File: src/common/adc_seq_pkg.sv
package adc_seq_pkg;
  localparam logic [7:0] ADDR_SEQ_START = 8'h00;
  localparam logic [7:0] ADDR_SEQ_CFG = 8'h04;
  localparam logic [7:0] ADDR_STATUS = 8'h08;
  localparam logic [7:0] ADDR_RESULT = 8'h0c;
  localparam int START_W = 8;
  localparam int CFG_W = 10;
  localparam logic [7:0] SEQ_START_RESET = 8'h00;
  localparam logic [9:0] SEQ_CFG_RESET = 10'h04f;
  localparam int BIT_JUSTIFY = 7;
  localparam int BIT_SIGNED = 6;
  localparam int BIT_SCAN = 5;
  localparam int BIT_MULTI = 4;
  localparam int CHAN_LSB = 0;
  localparam int CHAN_W = 4;
  localparam logic [3:0] CHAN_MAX = 4'hf;
  localparam logic [3:0] CHAN_FIRST = 4'h0;
  localparam int WRAP_LSB = 0;
  localparam int BIT_ETRIG = 4;
  localparam int BIT_LOWRES = 5;
  localparam int LEN_LSB = 6;
  localparam int LEN_W = 4;
  localparam int ST_BUSY = 0;
  localparam int ST_ARMED = 1;
  localparam int ST_DONE = 2;
  localparam int ST_CHAN_LSB = 4;
  localparam int ST_CNT_LSB = 8;
  localparam int RAW_W = 10;
  localparam int RES_W = 16;
  localparam int PAD_L8 = 8;
  localparam int PAD_L10 = 6;
  typedef enum logic [2:0] {
    ST_IDLE = 3'b001,
    ST_SAMPLE = 3'b010,
    ST_WAIT = 3'b100
  } seq_state_t;
endpackage

File: src/common/result_fmt_if.sv
`timescale 1ns/1ps
interface result_fmt_if;
  logic [9:0] raw;
  logic low_res;
  logic right;
  logic sgn;
  logic [15:0] word;
  modport fmt (input raw, input low_res, input right, input sgn, output word);
  modport user (output raw, output low_res, output right, output sgn, input word);
endinterface

File: src/logic/result_formatter.sv
`timescale 1ns/1ps
module result_formatter
  import adc_seq_pkg::*;
(
  result_fmt_if.fmt f
);
  logic [7:0] code8;
  logic top_bit;
  always_comb begin
    code8 = f.raw[RAW_W-1:RAW_W-8];
    // Signed only applies when left justified
    top_bit = f.raw[RAW_W-1] ^ (f.sgn & ~f.right);
    if (f.right) begin
      if (f.low_res) begin
        f.word = {{(RES_W-8){1'b0}}, code8};
      end else begin
        f.word = {{(RES_W-RAW_W){1'b0}}, f.raw};
      end
    end else if (f.low_res) begin
      f.word = {top_bit, code8[6:0], {PAD_L8{1'b0}}};
    end else begin
      f.word = {top_bit, f.raw[RAW_W-2:0], {PAD_L10{1'b0}}};
    end
  end
endmodule

File: src/logic/adc_sequence_start_control.sv
`timescale 1ns/1ps
module adc_sequence_start_control
  import adc_seq_pkg::*;
(
  // Clock and reset
  input wire logic i_core_clk,
  input wire logic i_sys_rst,
  // APB slave
  input wire logic i_psel,
  input wire logic i_penable,
  input wire logic i_pwrite,
  input wire logic [7:0] i_paddr,
  input wire logic [31:0] i_pwdata,
  output logic [31:0] o_prdata,
  output logic o_pready,
  output logic o_pslverr,
  // Converter side
  input wire logic i_ext_trigger,
  input wire logic i_conv_done,
  input wire logic [9:0] i_conv_data,
  output logic o_sample_start,
  output logic [3:0] o_sample_channel,
  // Formatted results
  output logic [15:0] o_result,
  output logic o_result_valid
);

  function automatic logic addr_mapped(input logic [7:0] a);
    addr_mapped = (a == ADDR_SEQ_START) || (a == ADDR_SEQ_CFG) ||
                  (a == ADDR_STATUS) || (a == ADDR_RESULT);
  endfunction

  function automatic logic [3:0] step_chan(
    input logic [3:0] c,
    input logic [3:0] w,
    input logic pend
  );
    if (c == CHAN_MAX || (!pend && c == w)) begin
      step_chan = CHAN_FIRST;
    end else begin
      step_chan = c + 4'h1;
    end
  endfunction

  // Register state
  logic [7:0] seq_start;
  logic [7:0] next_seq_start;
  logic [9:0] seq_cfg;
  logic [9:0] next_seq_cfg;
  logic [31:0] next_prdata;
  logic next_pready;
  logic next_pslverr;

  // Sequencer state
  seq_state_t state;
  seq_state_t next_state;
  logic [3:0] next_sample_channel;
  logic [3:0] cnt;
  logic [3:0] next_cnt;
  logic armed;
  logic next_armed;
  logic wrap_pend;
  logic next_wrap_pend;
  logic done;
  logic next_done;
  logic next_sample_start;
  logic [15:0] next_result;
  logic next_result_valid;
  logic [9:0] res_raw;
  logic [9:0] next_res_raw;

  // Decoded controls
  logic wr_access;
  logic wr_start;
  logic wr_cfg;
  logic setup;
  logic justify_right_sel;
  logic signed_result_sel;
  logic scan_sel;
  logic multi_channel_sel;
  logic [3:0] chan_code;
  logic [3:0] wrap_chan;
  logic ext_trigger_enable;
  logic low_resolution_sel;
  logic [3:0] seq_len;
  logic last_conv;
  logic trig_start;

  result_fmt_if fmt_bus ();

  result_formatter result_formatter_inst (
    .f(fmt_bus)
  );

  assign justify_right_sel = seq_start[BIT_JUSTIFY];
  assign signed_result_sel = seq_start[BIT_SIGNED];
  assign scan_sel = seq_start[BIT_SCAN];
  assign multi_channel_sel = seq_start[BIT_MULTI];
  assign chan_code = seq_start[CHAN_LSB +: CHAN_W];
  assign wrap_chan = seq_cfg[WRAP_LSB +: CHAN_W];
  assign ext_trigger_enable = seq_cfg[BIT_ETRIG];
  assign low_resolution_sel = seq_cfg[BIT_LOWRES];
  assign seq_len = seq_cfg[LEN_LSB +: LEN_W];

  assign fmt_bus.raw = i_conv_data;
  assign fmt_bus.low_res = low_resolution_sel;
  assign fmt_bus.right = justify_right_sel;
  assign fmt_bus.sgn = signed_result_sel;
  logic [3:0] cur_chan;
  assign o_sample_channel = cur_chan;

  // Bus decode
  always_comb begin
    setup = i_psel && !i_penable;
    wr_access = i_psel && i_penable && o_pready && i_pwrite;
    wr_start = wr_access && (i_paddr == ADDR_SEQ_START);
    wr_cfg = wr_access && (i_paddr == ADDR_SEQ_CFG);
  end

  // Register file and read path
  always_comb begin
    next_seq_start = seq_start;
    next_seq_cfg = seq_cfg;
    next_pready = setup;
    next_pslverr = setup && !addr_mapped(i_paddr);
    next_prdata = 32'h0000_0000;
    if (wr_start) begin
      next_seq_start = i_pwdata[START_W-1:0];
    end
    if (wr_cfg) begin
      next_seq_cfg = i_pwdata[CFG_W-1:0];
    end
    if (setup && !i_pwrite) begin
      unique case (i_paddr)
        ADDR_SEQ_START: next_prdata[START_W-1:0] = seq_start;
        ADDR_SEQ_CFG: next_prdata[CFG_W-1:0] = seq_cfg;
        ADDR_STATUS: begin
          next_prdata[ST_BUSY] = (state != ST_IDLE);
          next_prdata[ST_ARMED] = armed;
          next_prdata[ST_DONE] = done;
          next_prdata[ST_CHAN_LSB +: CHAN_W] = cur_chan;
          next_prdata[ST_CNT_LSB +: LEN_W] = cnt;
        end
        ADDR_RESULT: next_prdata[RES_W-1:0] = o_result;
        default: next_prdata = 32'h0000_0000;
      endcase
    end
  end

  always_ff @(posedge i_core_clk or posedge i_sys_rst) begin
    if (i_sys_rst) begin
      seq_start <= SEQ_START_RESET;
      seq_cfg <= SEQ_CFG_RESET;
      o_prdata <= 32'h0000_0000;
      o_pready <= 1'b0;
      o_pslverr <= 1'b0;
    end else begin
      seq_start <= next_seq_start;
      seq_cfg <= next_seq_cfg;
      o_prdata <= next_prdata;
      o_pready <= next_pready;
      o_pslverr <= next_pslverr;
    end
  end

  // Sequencer
  assign last_conv = (cnt == seq_len - 4'h1);
  assign trig_start = ext_trigger_enable && armed && i_ext_trigger && (state == ST_IDLE);

  always_comb begin
    next_state = state;
    next_sample_channel = cur_chan;
    next_cnt = cnt;
    next_armed = armed;
    next_wrap_pend = wrap_pend;
    next_done = done;
    next_res_raw = res_raw;
    next_result = o_result;
    next_result_valid = 1'b0;
    unique case (state)
      ST_IDLE: begin
        if (trig_start) begin
          next_state = ST_SAMPLE;
          next_sample_channel = chan_code;
          next_cnt = 4'h0;
          next_wrap_pend = multi_channel_sel && (chan_code > wrap_chan);
        end
      end
      ST_SAMPLE: begin
        next_state = ST_WAIT;
      end
      ST_WAIT: begin
        if (i_conv_done) begin
          next_res_raw = i_conv_data;
          next_result = fmt_bus.word;
          next_result_valid = 1'b1;
          if (last_conv) begin
            next_done = 1'b1;
            if (scan_sel && !ext_trigger_enable) begin
              next_state = ST_SAMPLE;
              next_sample_channel = chan_code;
              next_cnt = 4'h0;
              next_wrap_pend = multi_channel_sel && (chan_code > wrap_chan);
            end else begin
              next_state = ST_IDLE;
            end
          end else begin
            next_state = ST_SAMPLE;
            next_cnt = cnt + 4'h1;
            if (multi_channel_sel) begin
              next_sample_channel = step_chan(cur_chan, wrap_chan, wrap_pend);
              if (cur_chan == CHAN_MAX) begin
                next_wrap_pend = 1'b0;
              end
            end
          end
        end
      end
      default: begin
        next_state = ST_IDLE;
      end
    endcase
    // A sequence-start write wins over any running step; done clear loses to a set
    if (wr_start) begin
      next_cnt = 4'h0;
      next_armed = 1'b1;
      next_wrap_pend = i_pwdata[BIT_MULTI] && (i_pwdata[CHAN_LSB +: CHAN_W] > wrap_chan);
      next_sample_channel = i_pwdata[CHAN_LSB +: CHAN_W];
      next_state = ext_trigger_enable ? ST_IDLE : ST_SAMPLE;
      if (!(state == ST_WAIT && i_conv_done && last_conv)) begin
        next_done = 1'b0;
      end
    end
    next_sample_start = (next_state == ST_SAMPLE);
  end

  always_ff @(posedge i_core_clk or posedge i_sys_rst) begin
    if (i_sys_rst) begin
      state <= ST_IDLE;
      cur_chan <= CHAN_FIRST;
      cnt <= 4'h0;
      armed <= 1'b0;
      wrap_pend <= 1'b0;
      done <= 1'b0;
      res_raw <= 10'h000;
      o_result <= 16'h0000;
      o_result_valid <= 1'b0;
      o_sample_start <= 1'b0;
    end else begin
      state <= next_state;
      cur_chan <= next_sample_channel;
      cnt <= next_cnt;
      armed <= next_armed;
      wrap_pend <= next_wrap_pend;
      done <= next_done;
      res_raw <= next_res_raw;
      o_result <= next_result;
      o_result_valid <= next_result_valid;
      o_sample_start <= next_sample_start;
    end
  end
endmodule

File: config.mk
export PLATFORM = sky130hd
export DESIGN_NAME = adc_sequence_start_control
export DESIGN_NICKNAME = d
export VERILOG_FILES = /design/src/common/adc_seq_pkg.sv /design/src/common/result_fmt_if.sv /design/src/logic/result_formatter.sv /design/src/logic/adc_sequence_start_control.sv
export SDC_FILE = /design/constraint.sdc
export NUM_CORES = 1
export LEC_CHECK = 0
export BUFFER_PORTS_ARGS = -buffer_cell sky130_fd_sc_hd__buf_4
export CORE_ASPECT_RATIO = 1.4
export CORE_MARGIN = 2
export CORE_UTILIZATION = 50
export DETAILED_ROUTE_END_ITERATION = 8
export HOLD_SLACK_MARGIN = 0.15
export PLACE_DENSITY_LB_ADDON = 0.25
export SYNTH_ARGS = -nofsm -noshare
export SYNTH_HDL_FRONTEND = slang
export SYNTH_SLANG_ARGS = --single-unit
File: constraint.sdc
create_clock -name i_core_clk -period 2.3 [get_ports i_core_clk]
set_input_delay 0.46 -clock i_core_clk [delete_from_list [all_inputs] [get_ports i_core_clk]]
set_output_delay 0.46 -clock i_core_clk [all_outputs]
set_load 0.01 [all_outputs]
==> Yosys cells after proc, flatten, opt, wreduce, memory -nomap -nowiden <==
Index checks and enable logic that the tools add are counted.
{ "classes": {"muxes": 46, "bitwise": 3, "addsub": 3, "order_cmp": 2, "reduce_logical": 32, "n_eq_ne": 16} }
{ "op_table": {"columns": ["cell", "count"], "rows": [
  ["4-bit two-way mux", 13],
  ["16-bit two-way mux", 2],
  ["1-bit logical AND", 17],
  ["8-bit by 4-bit equality test with 1-bit output, second input constant", 2],
  ["4-bit one-hot mux with 2 select lines", 2],
  ["4-bit one-hot mux with 4 select lines", 1],
  ["1-bit two-way mux", 14],
  ["3-bit two-way mux", 4],
  ["4-bit inequality test, second input constant", 3],
  ["3-bit one-hot mux with 4 select lines", 1],
  ["10-bit two-way mux", 1],
  ["3-bit one-hot mux with 3 select lines", 1],
  ["4-bit by 1-bit adder with 4-bit output, second input constant", 2],
  ["4-bit equality test", 2],
  ["8-bit by 3-bit equality test with 1-bit output, second input constant", 1],
  ["4-bit greater-than comparator", 2],
  ["8-bit logical NOT", 1],
  ["8-bit two-way mux", 1],
  ["3-bit by 2-bit equality test with 1-bit output, second input constant", 2],
  ["3-bit inequality test, second input constant", 2],
  ["2-bit one-hot mux with 3 select lines", 1],
  ["6-bit AND reduction", 1],
  ["1-bit logical NOT", 5],
  ["5-bit AND reduction", 1],
  ["16 further kinds", 20]
]} }
{ "totals": {"out_inout_bits": 56, "elab_cells": 116, "register_bits": 84} }

==> Logic depth before layout (Yosys ltp) <==
Gate-level depths: netlist (run 1).
{ "logic_depth": {"word_depth": 9, "mapped_depth": 9, "ltp_nobuf": 8} }

==> Modules after synthesis <==
From an unflattened synthesis (run 1), not the netlist that was laid out.
{ "unflattened": {"hier_cells": 369, "hier_area_um2": 3781.1} }
{ "by_module_without_submodules": {"columns": ["mod", "instances", "area_per_inst_um2", "seq_area_each_um2", "cells_per_inst"], "rows": [
  ["adc_sequence_start_control", 1, 3534.6, 1709.1, 336],
  ["result_formatter", 1, 246.5, 0.0, 33]
]} }

==> Worst setup path before layout (run 1) <==
No wires, ideal clock.
{ "synth_timing": {"path_kind": "register -> register", "startpoint": "register seq_cfg[6]", "endpoint": "register wrap_pend", "synth_period_minus_slack_ps": 2134, "path_buffers": 0, "t_required_ps": 2175, "path_stages_with_launch": 9, "setup_slack_ps": 166, "arrival_time_ps": 2009, "path_cell_list": "dfstp_2 -> inv_1 -> ha_1 -> xnor3_1 -> nand3_1 -> o31a_4 -> nor2_1 -> a21oi_1 -> mux2_4"} }
{ "synth_via": {"elab_chain_cells": 6} }
{ "synth_rtl": {"columns": ["item", "line", "rtl"], "rows": [
  ["start, declared", "adc_sequence_start_control.sv:48", "logic [9:0] seq_cfg;"],
  ["start signal, assigned", "adc_sequence_start_control.sv:159", "seq_cfg <= next_seq_cfg;"],
  ["4-bit by 1-bit subtractor with 4-bit output *", "adc_sequence_start_control.sv:167", "assign last_conv = (cnt == seq_len - 4'h1);"],
  ["4-bit equality test *", "adc_sequence_start_control.sv:167", null],
  ["1-bit two-way mux", "adc_sequence_start_control.sv:197", "if (last_conv) begin"],
  ["1-bit two-way mux", "adc_sequence_start_control.sv:193", "if (i_conv_done) begin"],
  ["1-bit one-hot mux with 2 select lines", "adc_sequence_start_control.sv:180", "unique case (state)"],
  ["1-bit two-way mux", "adc_sequence_start_control.sv:224", "if (wr_start) begin"],
  ["end signal, assigned", "adc_sequence_start_control.sv:254", "wrap_pend <= next_wrap_pend;"],
  ["end, declared", "adc_sequence_start_control.sv:62", "logic wrap_pend;"]
]} }
Mark *: on every way between the ends. The rest lies on a longest branch, timed or not. The select of a mux whose other input is x is not followed.
A chain may end at the register's enable or synchronous reset.

==> Final worst setup path (run 1) <==
Same ends and word-level chain as after synthesis.

==> results of run 1 <==
==> sequential cells by signal, summed over array words and instances (netlist names) <==
name / cells
o_prdata: 16
o_result: 16
seq_cfg: 10
seq_start: 8
cnt: 4
o_sample_channel: 4
state: 3
armed: 1
done: 1
o_pready: 1
o_pslverr: 1
o_result_valid: 1
o_sample_start: 1
wrap_pend: 1
==> per-layer routing <==
| layer | vias up | share of wire, % | GRT usage, % |
|---|---|---|---|
| met5 | - | 0 | 0 |
| met4 | 0 | 1.3 | 7.662 |
| met3 | 9 | 6.5 | 5.518 |
| met2 | 96 | 52 | 39.29 |
| met1 | 1453 | 41 | 28.90 |
| li1 | 1416 | - | - |
==> worst max-delay path, cell delays in order, from the launching register on <==
cell                      delay (ns)
sky130_fd_sc_hd__dfstp_2        0.59
sky130_fd_sc_hd__inv_2          0.06
sky130_fd_sc_hd__ha_4           0.27
sky130_fd_sc_hd__xor2_2         0.14
sky130_fd_sc_hd__nand3_2        0.13
sky130_fd_sc_hd__o31a_4         0.42
sky130_fd_sc_hd__nor2_4         0.15
sky130_fd_sc_hd__a21oi_2        0.06
sky130_fd_sc_hd__mux2_4         0.29
==> power by group <==
part / total [mW] / switching (mW) / leakage [nW] / internal, mW
registers: 1.20 / 0.00414 / 0.916 / 1.20
clock network: 0.934 / 0.439 / 0.0931 / 0.496
logic: 0.159 / 0.0867 / 1.22 / 0.0722
==> cells by family (layout without fill, tap and decap cells) <==
logic type / Yosys count / after routing / share of synthesized area, %
flops: 68 / 68 / 45.92
fa+ha+maj: 11 / 11 / 3.697
xor+xnor: 11 / 11 / 2.958
simple gates: 137 / 137 / 18.52
buf+inv: 50 / 120 / 7.025
compound gates: 69 / 69 / 11.29
other cells: 1 / 16 / 0.1007
mux: 28 / 28 / 10.49
==> layout by cell type, fill, tap and decap left out, types with 4 or more instances in the layout <==
cell type / n
sky130_fd_sc_hd__buf_4: 85
sky130_fd_sc_hd__o21ai_0: 33
sky130_fd_sc_hd__nor2_1: 19
sky130_fd_sc_hd__xor2_1: 4
sky130_fd_sc_hd__nand3_1: 4
sky130_fd_sc_hd__and2_1: 6
sky130_fd_sc_hd__dfstp_2: 6
sky130_fd_sc_hd__xnor2_1: 5
sky130_fd_sc_hd__mux4_2: 7
sky130_fd_sc_hd__nor2b_1: 13
sky130_fd_sc_hd__a21oi_1: 12
sky130_fd_sc_hd__conb_1: 16
sky130_fd_sc_hd__nor3_1: 4
sky130_fd_sc_hd__mux2_2: 14
sky130_fd_sc_hd__dfrtp_1: 62
sky130_fd_sc_hd__nand2_1: 60
sky130_fd_sc_hd__inv_1: 15
sky130_fd_sc_hd__nand2b_1: 9
sky130_fd_sc_hd__mux2i_1: 6
sky130_fd_sc_hd__clkbuf_8: 9
sky130_fd_sc_hd__ha_1: 10
sky130_fd_sc_hd__nand4_1: 4
==> per-stage QoR <==
stage	setup WS, ns	hold slack (ns)	power (mW)
finish	0.07007	0.1709	2.297
CTS	0.001620	0.1957	2.316
global route	0.004609	0.2124	2.384
global placement	0.03076	0.4678	1.385
floorplan	0.1384	0.4422	1.328
detailed placement	-0.01421	0.4708	1.387
==> final timing paths <==
path                                   from      endpoint  slack (ns)  cells after the start
worst min-delay path              i_sys_rst   o_prdata[6]        0.17                      3
worst max register to register   seq_cfg[6]     wrap_pend        0.07                      8
worst min register to register         done          done        0.48                      2
min in group i_core_clk         i_pwdata[6]  seq_start[6]        0.32                      3
worst max-delay path             seq_cfg[6]     wrap_pend        0.07                      8
max in group asynchronous         i_sys_rst    seq_cfg[6]        1.79                      3
==> repair_timing <==
item                                   CTS  global route
gates cloned                             0             0
hold buffers                             0             0
gates resized for setup                  1             9
setup endpoints to repair                1             7
endpoints found under the hold margin    0             0
pin swaps                                0             5
==> area by class of cell <==
cell class / instances / area (µm²)
clock buffer: 11 / 131.4
clock inverter: 5 / 52.55
fill: 624 / 2658
inverter: 17 / 63.81
multi-input combinational: 272 / 1854
sequential: 68 / 1709
tap: 97 / 121.4
timing repair buffer: 87 / 678.2
==> summary.md, run 1 <==
• **result of the run** complete, no violations
• **final routed wire length divided by cell count** 15.57 µm
• **distinct cell type count of the synthesized netlist** 55
• **total clock sinks** 68
• **number of ports placed on the die boundary** 113
• **Layout Cells excl Fill** 557
• **Max H-tree Level** 3
• **maximum number of pins on one net before global-route repair** 69
• **class of the tightest hold or removal check** in -> async
• **number of enable flip-flop cells after synthesis** 0
• **leakage power figure** 2.227 nW
• **number of pins exceeding their max-slew limit in the final report** 0
• **maximum vdd drop** 0.0004290 V
• **setup repair after global routing missed its margin** no
• **Std-Cell Rows** 37
• **data arrival time of the critical path** 2.45 ns
• **Crit path required time** 2.52 ns
• **postcts setup bufs** 0
• **maximum clock frequency** 448.4 MHz
• **post-route fraction of the period consumed by the critical path** 96.95%
• **overall via count from detail_route** 2974
• **synthesized area per cell** 9.926 µm²
• **routed wire length** 8.670 mm
• **clock latency at the later pin of the worst-skew pair** 0.34 ns
• **fraction of layout instances using a drive strength above 1** 32.17%
• **total of max-cap violations** 0
• **Std-Cell Core Area** 7268 µm²
• **portion of synthesized cell area occupied by the leading cell type** 41.68%
• **chip height** 106.1 µm
• **DR DRC count** 0
• **GRT Resource Usage Total** 23.10%
• **effective utilization at floorplan** 51.21%
• **cell area reported after detailed placement** 4380 µm²
• **post-synthesis instance area** 3722 µm²
• **DRT antenna net count** 0
• **Yosys warning count** 0
• **area overhead of the layout relative to synthesis** 23.87%
• **number of antenna cells inserted** 0
• **share of synthesized flip-flops with an asynchronous set or reset** 100.0%
• **top cells by area in the synthesized netlist** sky130_fd_sc_hd__dfrtp_1, sky130_fd_sc_hd__nand2_1, sky130_fd_sc_hd__o21ai_0
• **shortest clock period the worst path allows after layout** 2.230 ns
• **Worst-Margin Slew** 0.5715 ns
• **buffer levels on the longest clock path** 2
• **Inserted Clock Buffers** 9
• **post-synthesis sequential area ratio** 45.92%
• **Main synth FF type** sky130_fd_sc_hd__dfrtp_1
• **power per cell area** 498.3 nW/µm²
• **number of instances in the placed design** 541
• **Die Footprint** 8160 µm²
• **number of iterations in the first detailed-routing pass** 4
• **number of port buffers** 74
• **flip-flop and latch count after synthesis** 68
• **number of antenna violations at the first check in global routing** 0
• **endpoints failing hold** 0
• **cell types with the highest counts after synthesis** sky130_fd_sc_hd__dfrtp_1, sky130_fd_sc_hd__nand2_1, sky130_fd_sc_hd__o21ai_0
• **relative slew slack** 61.90%
• **Synth area leader** sky130_fd_sc_hd__dfrtp_1
• **final standard cell area without fillers** 4611 µm²
• **clock slew at reported path FFs** 0.08 ns
• **final setup violation count** 0
• **remaining global-route overflow** 0
• **peak fanout along the critical path** 6
• **x dimension of the die** 76.92 µm
• **startpoint types** flip-flop
• **drt initial violations** 195
• **CTS tree** done
• **number of instances in the synthesized netlist** 375
• **half-perimeter wire length of the detailed placement result** 6.459 mm
• **routed via count divided by cell count** 5.339
• **most common cell in the netlist** sky130_fd_sc_hd__dfrtp_1
• **Final #Nets** 523
• **final cell utilization of the core** 63.44%
• **number of global-route vias before repair** 2953
• **maximum clock skew at final layout** 0.009494 ns
• **CP Capture Type** flip-flop
• **post-route setup TNS** 0 ns
• **global placement routability congestion** 0.8833
• **wire length of the first global-routing pass** 14.68 mm
• **category of the critical setup timing path** reg -> reg
• **Clk Tree Root Cell** sky130_fd_sc_hd__clkbuf_8
(Power assumes the default switching activity.)
==> run 2: changes to the inputs <==
--- a/config.mk
+++ b/config.mk
@@ -6,7 +6,6 @@
 export NUM_CORES = 1
 export LEC_CHECK = 0
 export BUFFER_PORTS_ARGS = -buffer_cell sky130_fd_sc_hd__buf_4
-export CORE_ASPECT_RATIO = 1.4
 export CORE_MARGIN = 2
 export CORE_UTILIZATION = 50
 export DETAILED_ROUTE_END_ITERATION = 8
==> summary.md, run 2 (synthesis results as in run 1) <==
• **CTS tree** done
• **Die Footprint** 8150 µm², -0.12%
• **maximum vdd drop** 0.0002959 V, -31%
• **DRT antenna net count** 0, unchanged
• **registers with the most flip-flops** o_prdata: 16 flops, o_result: 16 flops, seq_cfg: 10 flops
• **final routed wire length divided by cell count** 16.35 µm, +5.1%
• **leakage power figure** 2.227 nW, about the same
• **clock latency at the later pin of the worst-skew pair** 0.34 ns, about the same
• **sum of buffers and inverters on the critical path** 1, unchanged
• **total of max-cap violations** 0, unchanged
• **Clock power frac** 39.7%, -1.0 points
• **Clk Tree Root Cell** sky130_fd_sc_hd__clkbuf_8
• **Inserted Clock Buffers** 9, unchanged
• **maximum clock frequency** 445.6 MHz, -0.63%
• **effective utilization at floorplan** 51.60%, +0.38 points
• **family with the most delay on the worst path** flip-flops
• **fraction of layout instances using a drive strength above 1** 32.25%, +0.077 points
• **data arrival time of the critical path** 2.47 ns, +0.02 ns
• **endpoints failing hold** 0, unchanged
• **number of port buffers** 74, unchanged
• **CP Capture Type** flip-flop
• **number of pins exceeding their max-slew limit in the final report** 0, unchanged
• **relative slew slack** 61.17%, -0.74 points
• **drt initial violations** 238, +22%
• **Final #Nets** 525, +0.38%
• **category of the critical setup timing path** reg -> reg
• **Worst setup startpoint** seq_cfg[6]
• **number of iterations in the first detailed-routing pass** 4, unchanged
• **Crit path required time** 2.53 ns, about the same
• **final setup violation count** 0, unchanged
• **Layout Cells excl Fill** 561, +0.72%
• **Max H-tree Level** 3, unchanged
• **setup repair after global routing missed its margin** no
• **global placement routability congestion** 0.9284, +5.1%
• **shortest clock period the worst path allows after layout** 2.244 ns, +0.01416 ns
• **routed via count divided by cell count** 5.362, +0.42%
• **met2 layer usage reported by global route** 35.84%, -3.4 points
• **hold buffers post-CTS** 0, unchanged
• **internal cell power** 1.718 mW, -2.8%
• **met3 Use GR** 4.508%, -1.0 points
• **area overhead of the layout relative to synthesis** 24.27%
• **most frequent cells in the layout** sky130_fd_sc_hd__buf_4, sky130_fd_sc_hd__dfrtp_1, sky130_fd_sc_hd__nand2_1
• **Overall Power** 2.262 mW, -1.5%
• **chip height** 90.28 µm, -15%
• **GRT Resource Usage Total** 23.21%, +0.11 points
• **maximum clock skew at final layout** 0.008914 ns, -0.0005799 ns
• **total clock sinks** 68, unchanged
• **half-perimeter wire length of the detailed placement result** 6.720 mm, +4.0%
• **buffer levels on the longest clock path** 2, unchanged
• **Worst-Margin Slew** 0.5772 ns, +0.005706 ns
• **maximum number of pins on one net before global-route repair** 69, unchanged
• **overall via count from detail_route** 3008, +1.1%
• **post-route fraction of the period consumed by the critical path** 97.57%, +0.62 points
• **Reg2Reg Launch Point** seq_cfg[6]
• **power per cell area** 489.1 nW/µm², -1.8%
• **Std-Cell Core Area** 7214 µm², -0.74%
• **remaining global-route overflow** 0, unchanged
• **most common library cell in the layout ignoring fill and taps** sky130_fd_sc_hd__buf_4
• **number of global-route vias before repair** 2865, -3.0%
• **proportion of power drawn by flip-flops and latches** 53.2%, +0.8 points
• **Std-Cell Rows** 31, -16%
• **DR DRC count** 0, unchanged
• **clock slew at reported path FFs** 0.07 ns, about the same
• **multi-input gate area in the final layout** 1868 µm², +0.74%
• **critical-path cell list** inv_2 -> ha_4 -> xor2_4 -> nand3_4 -> o31a_4 -> nor2_4 -> a21oi_1 -> mux2_4
• **number of instances in the placed design** 544, +0.55%
• **class of the tightest hold or removal check** in -> async
• **Worst path max stage delay** 0.57 ns, -0.02 ns
• **Logic pwr share** 7.1%, +0.2 points
• **number of ports placed on the die boundary** 113, unchanged
• **number of antenna cells inserted** 0, unchanged
• **power dissipated by switching net loads** 0.5440 mW, +2.8%
• **routed wire length** 9.175 mm, +5.8%
• **startpoint types** flip-flop
• **final standard cell area without fillers** 4626 µm², +0.33%
• **slowest cell on the critical path** sky130_fd_sc_hd__dfstp_2
• **routing layer with the top usage in global route** met2
• **result of the run** complete, no violations
• **met1 usage** 32.55%, +3.7 points
• **x dimension of the die** 90.28 µm, +17%
• **post-placement worst setup slack** -0.02067 ns, -0.006457 ns
• **peak fanout along the critical path** 6, unchanged
• **switching share of power** 24.05%, +1.0 points
• **wire length of the first global-routing pass** 14.74 mm, +0.42%
• **cell area reported after detailed placement** 4378 µm², about the same
• **slack of the critical path** 0.05590 ns, -0.01416 ns
• **number of antenna violations at the first check in global routing** 0, unchanged
• **area taken by flip-flops and latches** 1709 µm², unchanged
• **fillers** 610, -2.2%
[run 2: per-layer routing]
metal	up-vias	share of wire, %
li1	1418	-
met1	1460	43
met2	109	48
met3	21	7.1
met4	0	2.4
met5	-	0
[run 2: final cells by class]
type | count | area share (%)
multi-input cells | 272 | 40.38
clock inverters | 4 | 0.5410
inverters | 17 | 1.379
repair buffers | 89 | 14.71
well taps | 99 | 2.678
flip-flops and latches | 68 | 36.95
clock buffers | 12 | 3.354
[run 2: repair_timing]
action | 4_1_cts | 5_1_grt
gates resized for setup | 3 | 7
pin swaps | 0 | 4
buffers inserted | 0 | 1
setup endpoints to repair | 2 | 4
hold endpoints to repair | 0 | 0
[run 2: path summary, 6_finish.rpt]
path	slack, ns	cells past startpoint	endpoint
min in group i_core_clk	0.33	3	seq_start[7]
setup reg to reg	0.06	8	wrap_pend
max in group asynchronous	1.78	3	seq_cfg[2]
setup / recovery	0.06	8	wrap_pend
hold / removal	0.19	3	o_prdata[6]
hold reg to reg	0.49	2	done
[run 2: metrics by stage]
stage                     TNS [ns]  hold slack, ns  utilization, %
after CTS                        0          0.2080           63.34
final                            0          0.1945           64.12
after global routing             0          0.2207           64.12
after global placement           0          0.4614           60.68
after detailed placement  -0.04230          0.4672           60.68
after floorplan                  0          0.4422               -
[run 2: power groups by stage]
| stage | clock, mW | combinational, mW | sequential, mW |
|---|---|---|---|
| finish | 0.898 | 0.161 | 1.20 |
| global route | 0.979 | 0.179 | 1.20 |
| CTS | 0.920 | 0.162 | 1.20 |
| detailed placement | 0 | 0.162 | 1.23 |
| global placement | 0 | 0.159 | 1.23 |
| floorplan | 0 | 0.102 | 1.23 |
[run 2: worst register-to-register path, stage by stage (launching register included)]
cell and delay (ns):
sky130_fd_sc_hd__dfstp_2 0.57, sky130_fd_sc_hd__inv_2 0.06, sky130_fd_sc_hd__ha_4 0.28, sky130_fd_sc_hd__xor2_4 0.17
sky130_fd_sc_hd__nand3_4 0.12, sky130_fd_sc_hd__o31a_4 0.42, sky130_fd_sc_hd__nor2_4 0.13, sky130_fd_sc_hd__a21oi_1 0.07
sky130_fd_sc_hd__mux2_4 0.31
==> run 3: changes to the inputs <==
--- a/config.mk
+++ b/config.mk
@@ -5,9 +5,13 @@
 export SDC_FILE = /design/constraint.sdc
 export NUM_CORES = 1
 export LEC_CHECK = 0
+export ABC_AREA = 1
+export ABC_CLOCK_PERIOD_IN_PS = 2300
 export BUFFER_PORTS_ARGS = -buffer_cell sky130_fd_sc_hd__buf_4
+export CELL_PAD_IN_SITES_DETAIL_PLACEMENT = 1
+export CELL_PAD_IN_SITES_GLOBAL_PLACEMENT = 1
 export CORE_MARGIN = 2
-export CORE_UTILIZATION = 50
+export CORE_UTILIZATION = 38
 export DETAILED_ROUTE_END_ITERATION = 8
 export HOLD_SLACK_MARGIN = 0.15
 export PLACE_DENSITY_LB_ADDON = 0.25
==> summary.md, run 3 <==
• **number of global-route vias before repair** 3639, +27%
• **registers with the most flip-flops** o_prdata: 16 flops, o_result: 16 flops, seq_cfg: 10 flops
• **effective utilization at floorplan** 38.77%, -13 points
• **maximum clock frequency** 463.7 MHz, +4.0%
• **GRT Resource Usage Total** 21.71%, -1.5 points
• **postcts setup bufs** 0, unchanged
• **top cells by area in the synthesized netlist** sky130_fd_sc_hd__dfrtp_1, sky130_fd_sc_hd__nand2_1, sky130_fd_sc_hd__inv_1
• **setup repair after global routing missed its margin** no
• **number of enable flip-flop cells after synthesis** 0, unchanged
• **hold buffers post-CTS** 0, unchanged
• **maximum vdd drop** 0.0002350 V, -21%
• **half-perimeter wire length of the detailed placement result** 8.876 mm, +32%
• **Synth area leader** sky130_fd_sc_hd__dfrtp_1
• **most common library cell in the layout ignoring fill and taps** sky130_fd_sc_hd__nand2_1
• **Crit path required time** 2.57 ns, +0.04 ns
• **Final #Nets** 645, +23%
• **number of ports placed on the die boundary** 113, unchanged
• **proportion of power drawn by flip-flops and latches** 50.0%, -3.2 points
• **capturing point of the worst reg2reg path** cnt[2]
• **most common cell in the netlist** sky130_fd_sc_hd__nand2_1
• **Clock power frac** 44.0%, +4.3 points
• **Clk Tree Root Cell** sky130_fd_sc_hd__clkbuf_8
• **distinct cell type count of the synthesized netlist** 44, -20%
• **buffer levels on the longest clock path** 2, unchanged
• **minimum setup slack among reg-to-reg paths** 0.14 ns, +0.09 ns
• **post-synthesis sequential area ratio** 43.28%, -2.6 points
• **Worst path max stage delay** 0.61 ns, +0.04 ns
• **maximum clock skew at final layout** 0.01710 ns, +0.008186 ns
• **number of antenna cells inserted** 0, unchanged
• **Std-Cell Rows** 37, +19%
• **Std-Cell Core Area** 10180 µm², +41%
• **leakage power figure** 2.517 nW, +13%
• **final cell utilization of the core** 47.33%, -17 points
• **CP Capture Type** flip-flop
• **startpoint types** flip-flop
• **critical-path cell list** inv_2 -> ha_1 -> nand2_1 -> nand2_4 -> nor2_4 -> nand2_2 -> nor2_8 -> nand3_4 -> nand2_4 -> buf_4 -> nand2_2 -> o21ai_2
• **x dimension of the die** 105.9 µm, +17%
• **overall via count from detail_route** 3533, +17%
• **fillers** 1294, +110%
• **post-synthesis instance area** 3949 µm², +6.1%
• **Reg2Reg Launch Point** seq_cfg[6]
• **number of iterations in the first detailed-routing pass** 5, +1
• **routed via count divided by cell count** 4.921, -8.2%
• **flip-flop and latch count after synthesis** 68, unchanged
• **portion of synthesized cell area occupied by the leading cell type** 39.29%, -2.4 points
• **total clock sinks** 68, unchanged
• **maximum number of pins on one net before global-route repair** 69, unchanged
• **number of instances in the synthesized netlist** 497, +33%
• **DRT antenna net count** 0, unchanged
• **global placement routability congestion** 0.8496, -8.5%
• **final standard cell area without fillers** 4821 µm², +4.2%
• **result of the run** complete, no violations
• **Worst setup endpoint** cnt[2]
• **clock latency at the later pin of the worst-skew pair** 0.36 ns, +0.02 ns
• **post-route fraction of the period consumed by the critical path** 93.77%, -3.8 points
• **DR DRC count** 0, unchanged
• **wire length of the first global-routing pass** 18.91 mm, +28%
• **area overhead of the layout relative to synthesis** 22.08%
• **chip height** 105.9 µm, +17%
• **Inserted Clock Buffers** 9, unchanged
• **Die Footprint** 11220 µm², +38%
• **number of pins exceeding their max-slew limit in the final report** 0, unchanged
• **Overall Power** 2.403 mW, +6.2%
• **shortest clock period the worst path allows after layout** 2.157 ns, -0.08732 ns
• **synthesized area per cell** 7.945 µm², -20%
• **most frequent cells in the layout** sky130_fd_sc_hd__nand2_1, sky130_fd_sc_hd__buf_4, sky130_fd_sc_hd__dfrtp_1
• **final setup violation count** 0, unchanged
• **slowest cell on the critical path** sky130_fd_sc_hd__dfstp_2
• **switching share of power** 25.33%, +1.3 points
• **r2r worst-path depth** 12, +4
• **final routed wire length divided by cell count** 16.11 µm, -1.5%
• **Yosys warning count** 0, unchanged
• **number of antenna violations at the first check in global routing** 0, unchanged
• **number of port buffers** 74, unchanged
• **remaining global-route overflow** 0, unchanged
• **class of the tightest hold or removal check** in -> async
• **Max H-tree Level** 3, unchanged
• **cell types with the highest counts after synthesis** sky130_fd_sc_hd__nand2_1, sky130_fd_sc_hd__dfrtp_1, sky130_fd_sc_hd__inv_1
• **internal cell power** 1.794 mW, +4.4%
• **Gates resized, CTS repair** 0, -3
• **peak fanout along the critical path** 9, +3
• **fraction of layout instances using a drive strength above 1** 25.26%, -7.0 points
• **routed wire length** 11.57 mm, +26%
• **total of max-cap violations** 0, unchanged
• **data arrival time of the critical path** 2.43 ns, -0.04 ns
• **post-route setup TNS** 0 ns, unchanged
• **share of synthesized flip-flops with an asynchronous set or reset** 100.0%, unchanged
• **drt initial violations** 123, -48%
• **Worst setup startpoint** seq_cfg[6]
• **power dissipated by switching net loads** 0.6087 mW, +12%
• **CTS tree** done
• **Logic pwr share** 6.0%, -1.1 points
• **endpoints failing hold** 0, unchanged
• **power per cell area** 498.4 nW/µm², +1.9%
• **category of the critical setup timing path** reg -> reg
• **cell area reported after detailed placement** 4613 µm², +5.4%
• **Main synth FF type** sky130_fd_sc_hd__dfrtp_1
• **clock slew at reported path FFs** 0.08 ns, about the same
## run 3: power groups by stage
| stage | Sequential (mW) | Clock [mW] | Combinational [mW] |
|---|---|---|---|
| after floorplan | 1.22 | 0 | 0.0865 |
| after global placement | 1.22 | 0 | 0.143 |
| after detailed placement | 1.22 | 0 | 0.146 |
| after CTS | 1.20 | 1.08 | 0.147 |
| after global routing | 1.20 | 1.13 | 0.163 |
| final | 1.20 | 1.06 | 0.145 |
## run 3: logic make-up (layout without fill, tap and decap cells)
family                   after synthesis  count (layout)  share of synthesized area (%)
other                                  1              16                        0.09497
XOR/XNOR                               5               5                          1.109
adder cells (fa/ha/maj)               11              11                          3.485
buffers and inverters                 97             167                          11.53
flip-flops                            68              68                          43.28
AND/OR/NAND/NOR                      231             231                          27.76
AO/OA/AOI/OAI                         84              84                          12.74
## run 3: final cells by class
type                       instances  area, µm²  area share (%)
clock buffer                      10      137.6           2.855
inverter                          68      257.7           5.346
tap                              136      170.2           3.530
timing repair buffer              83      635.6           13.18
clock inverter                     6      70.07           1.453
multi-input combinational        347       1841           38.18
sequential                        68       1709           35.45
## run 3: metal layers
layer	vias up	wire [µm]	track usage [%]	part of all wire, %
li1	1724	-	-	-
met2	79	5702	36.59	49
met4	0	179	6.485	1.5
met5	-	0	0	0
met3	10	431	3.250	3.7
met1	1720	5257	29.03	45
## run 3: worst min path at each step
stage,startpoint,slack (ns),end
after floorplan,wrap_pend,0.44,wrap_pend
final,i_sys_rst,0.17,o_prdata[11]
after CTS,i_sys_rst,0.19,o_prdata[10]
after global placement,wrap_pend,0.47,wrap_pend
after global routing,i_sys_rst,0.20,o_prdata[7]
after detailed placement,wrap_pend,0.47,wrap_pend
## run 3: critical path: cells and delay by family, from the launching register on
family	cells	cell delay [ns]
adders and majority gates	1	0.31
and+or+nand+nor	8	0.86
AOI/OAI and AO/OA	1	0.06
DFF	1	0.61
buffers and inverters	2	0.24
## run 3: metrics by stage
| stage | setup WS, ns | hold slack [ns] | instances |
|---|---|---|---|
| floorplan | 0.1384 | 0.4425 | 512 |
| CTS | 0.1299 | 0.1899 | 718 |
| detailed placement | 0.1381 | 0.4748 | 702 |
| finish | 0.1432 | 0.1707 | 718 |
| global placement | 0.1917 | 0.4735 | 702 |
| global route | 0.009888 | 0.1967 | 718 |
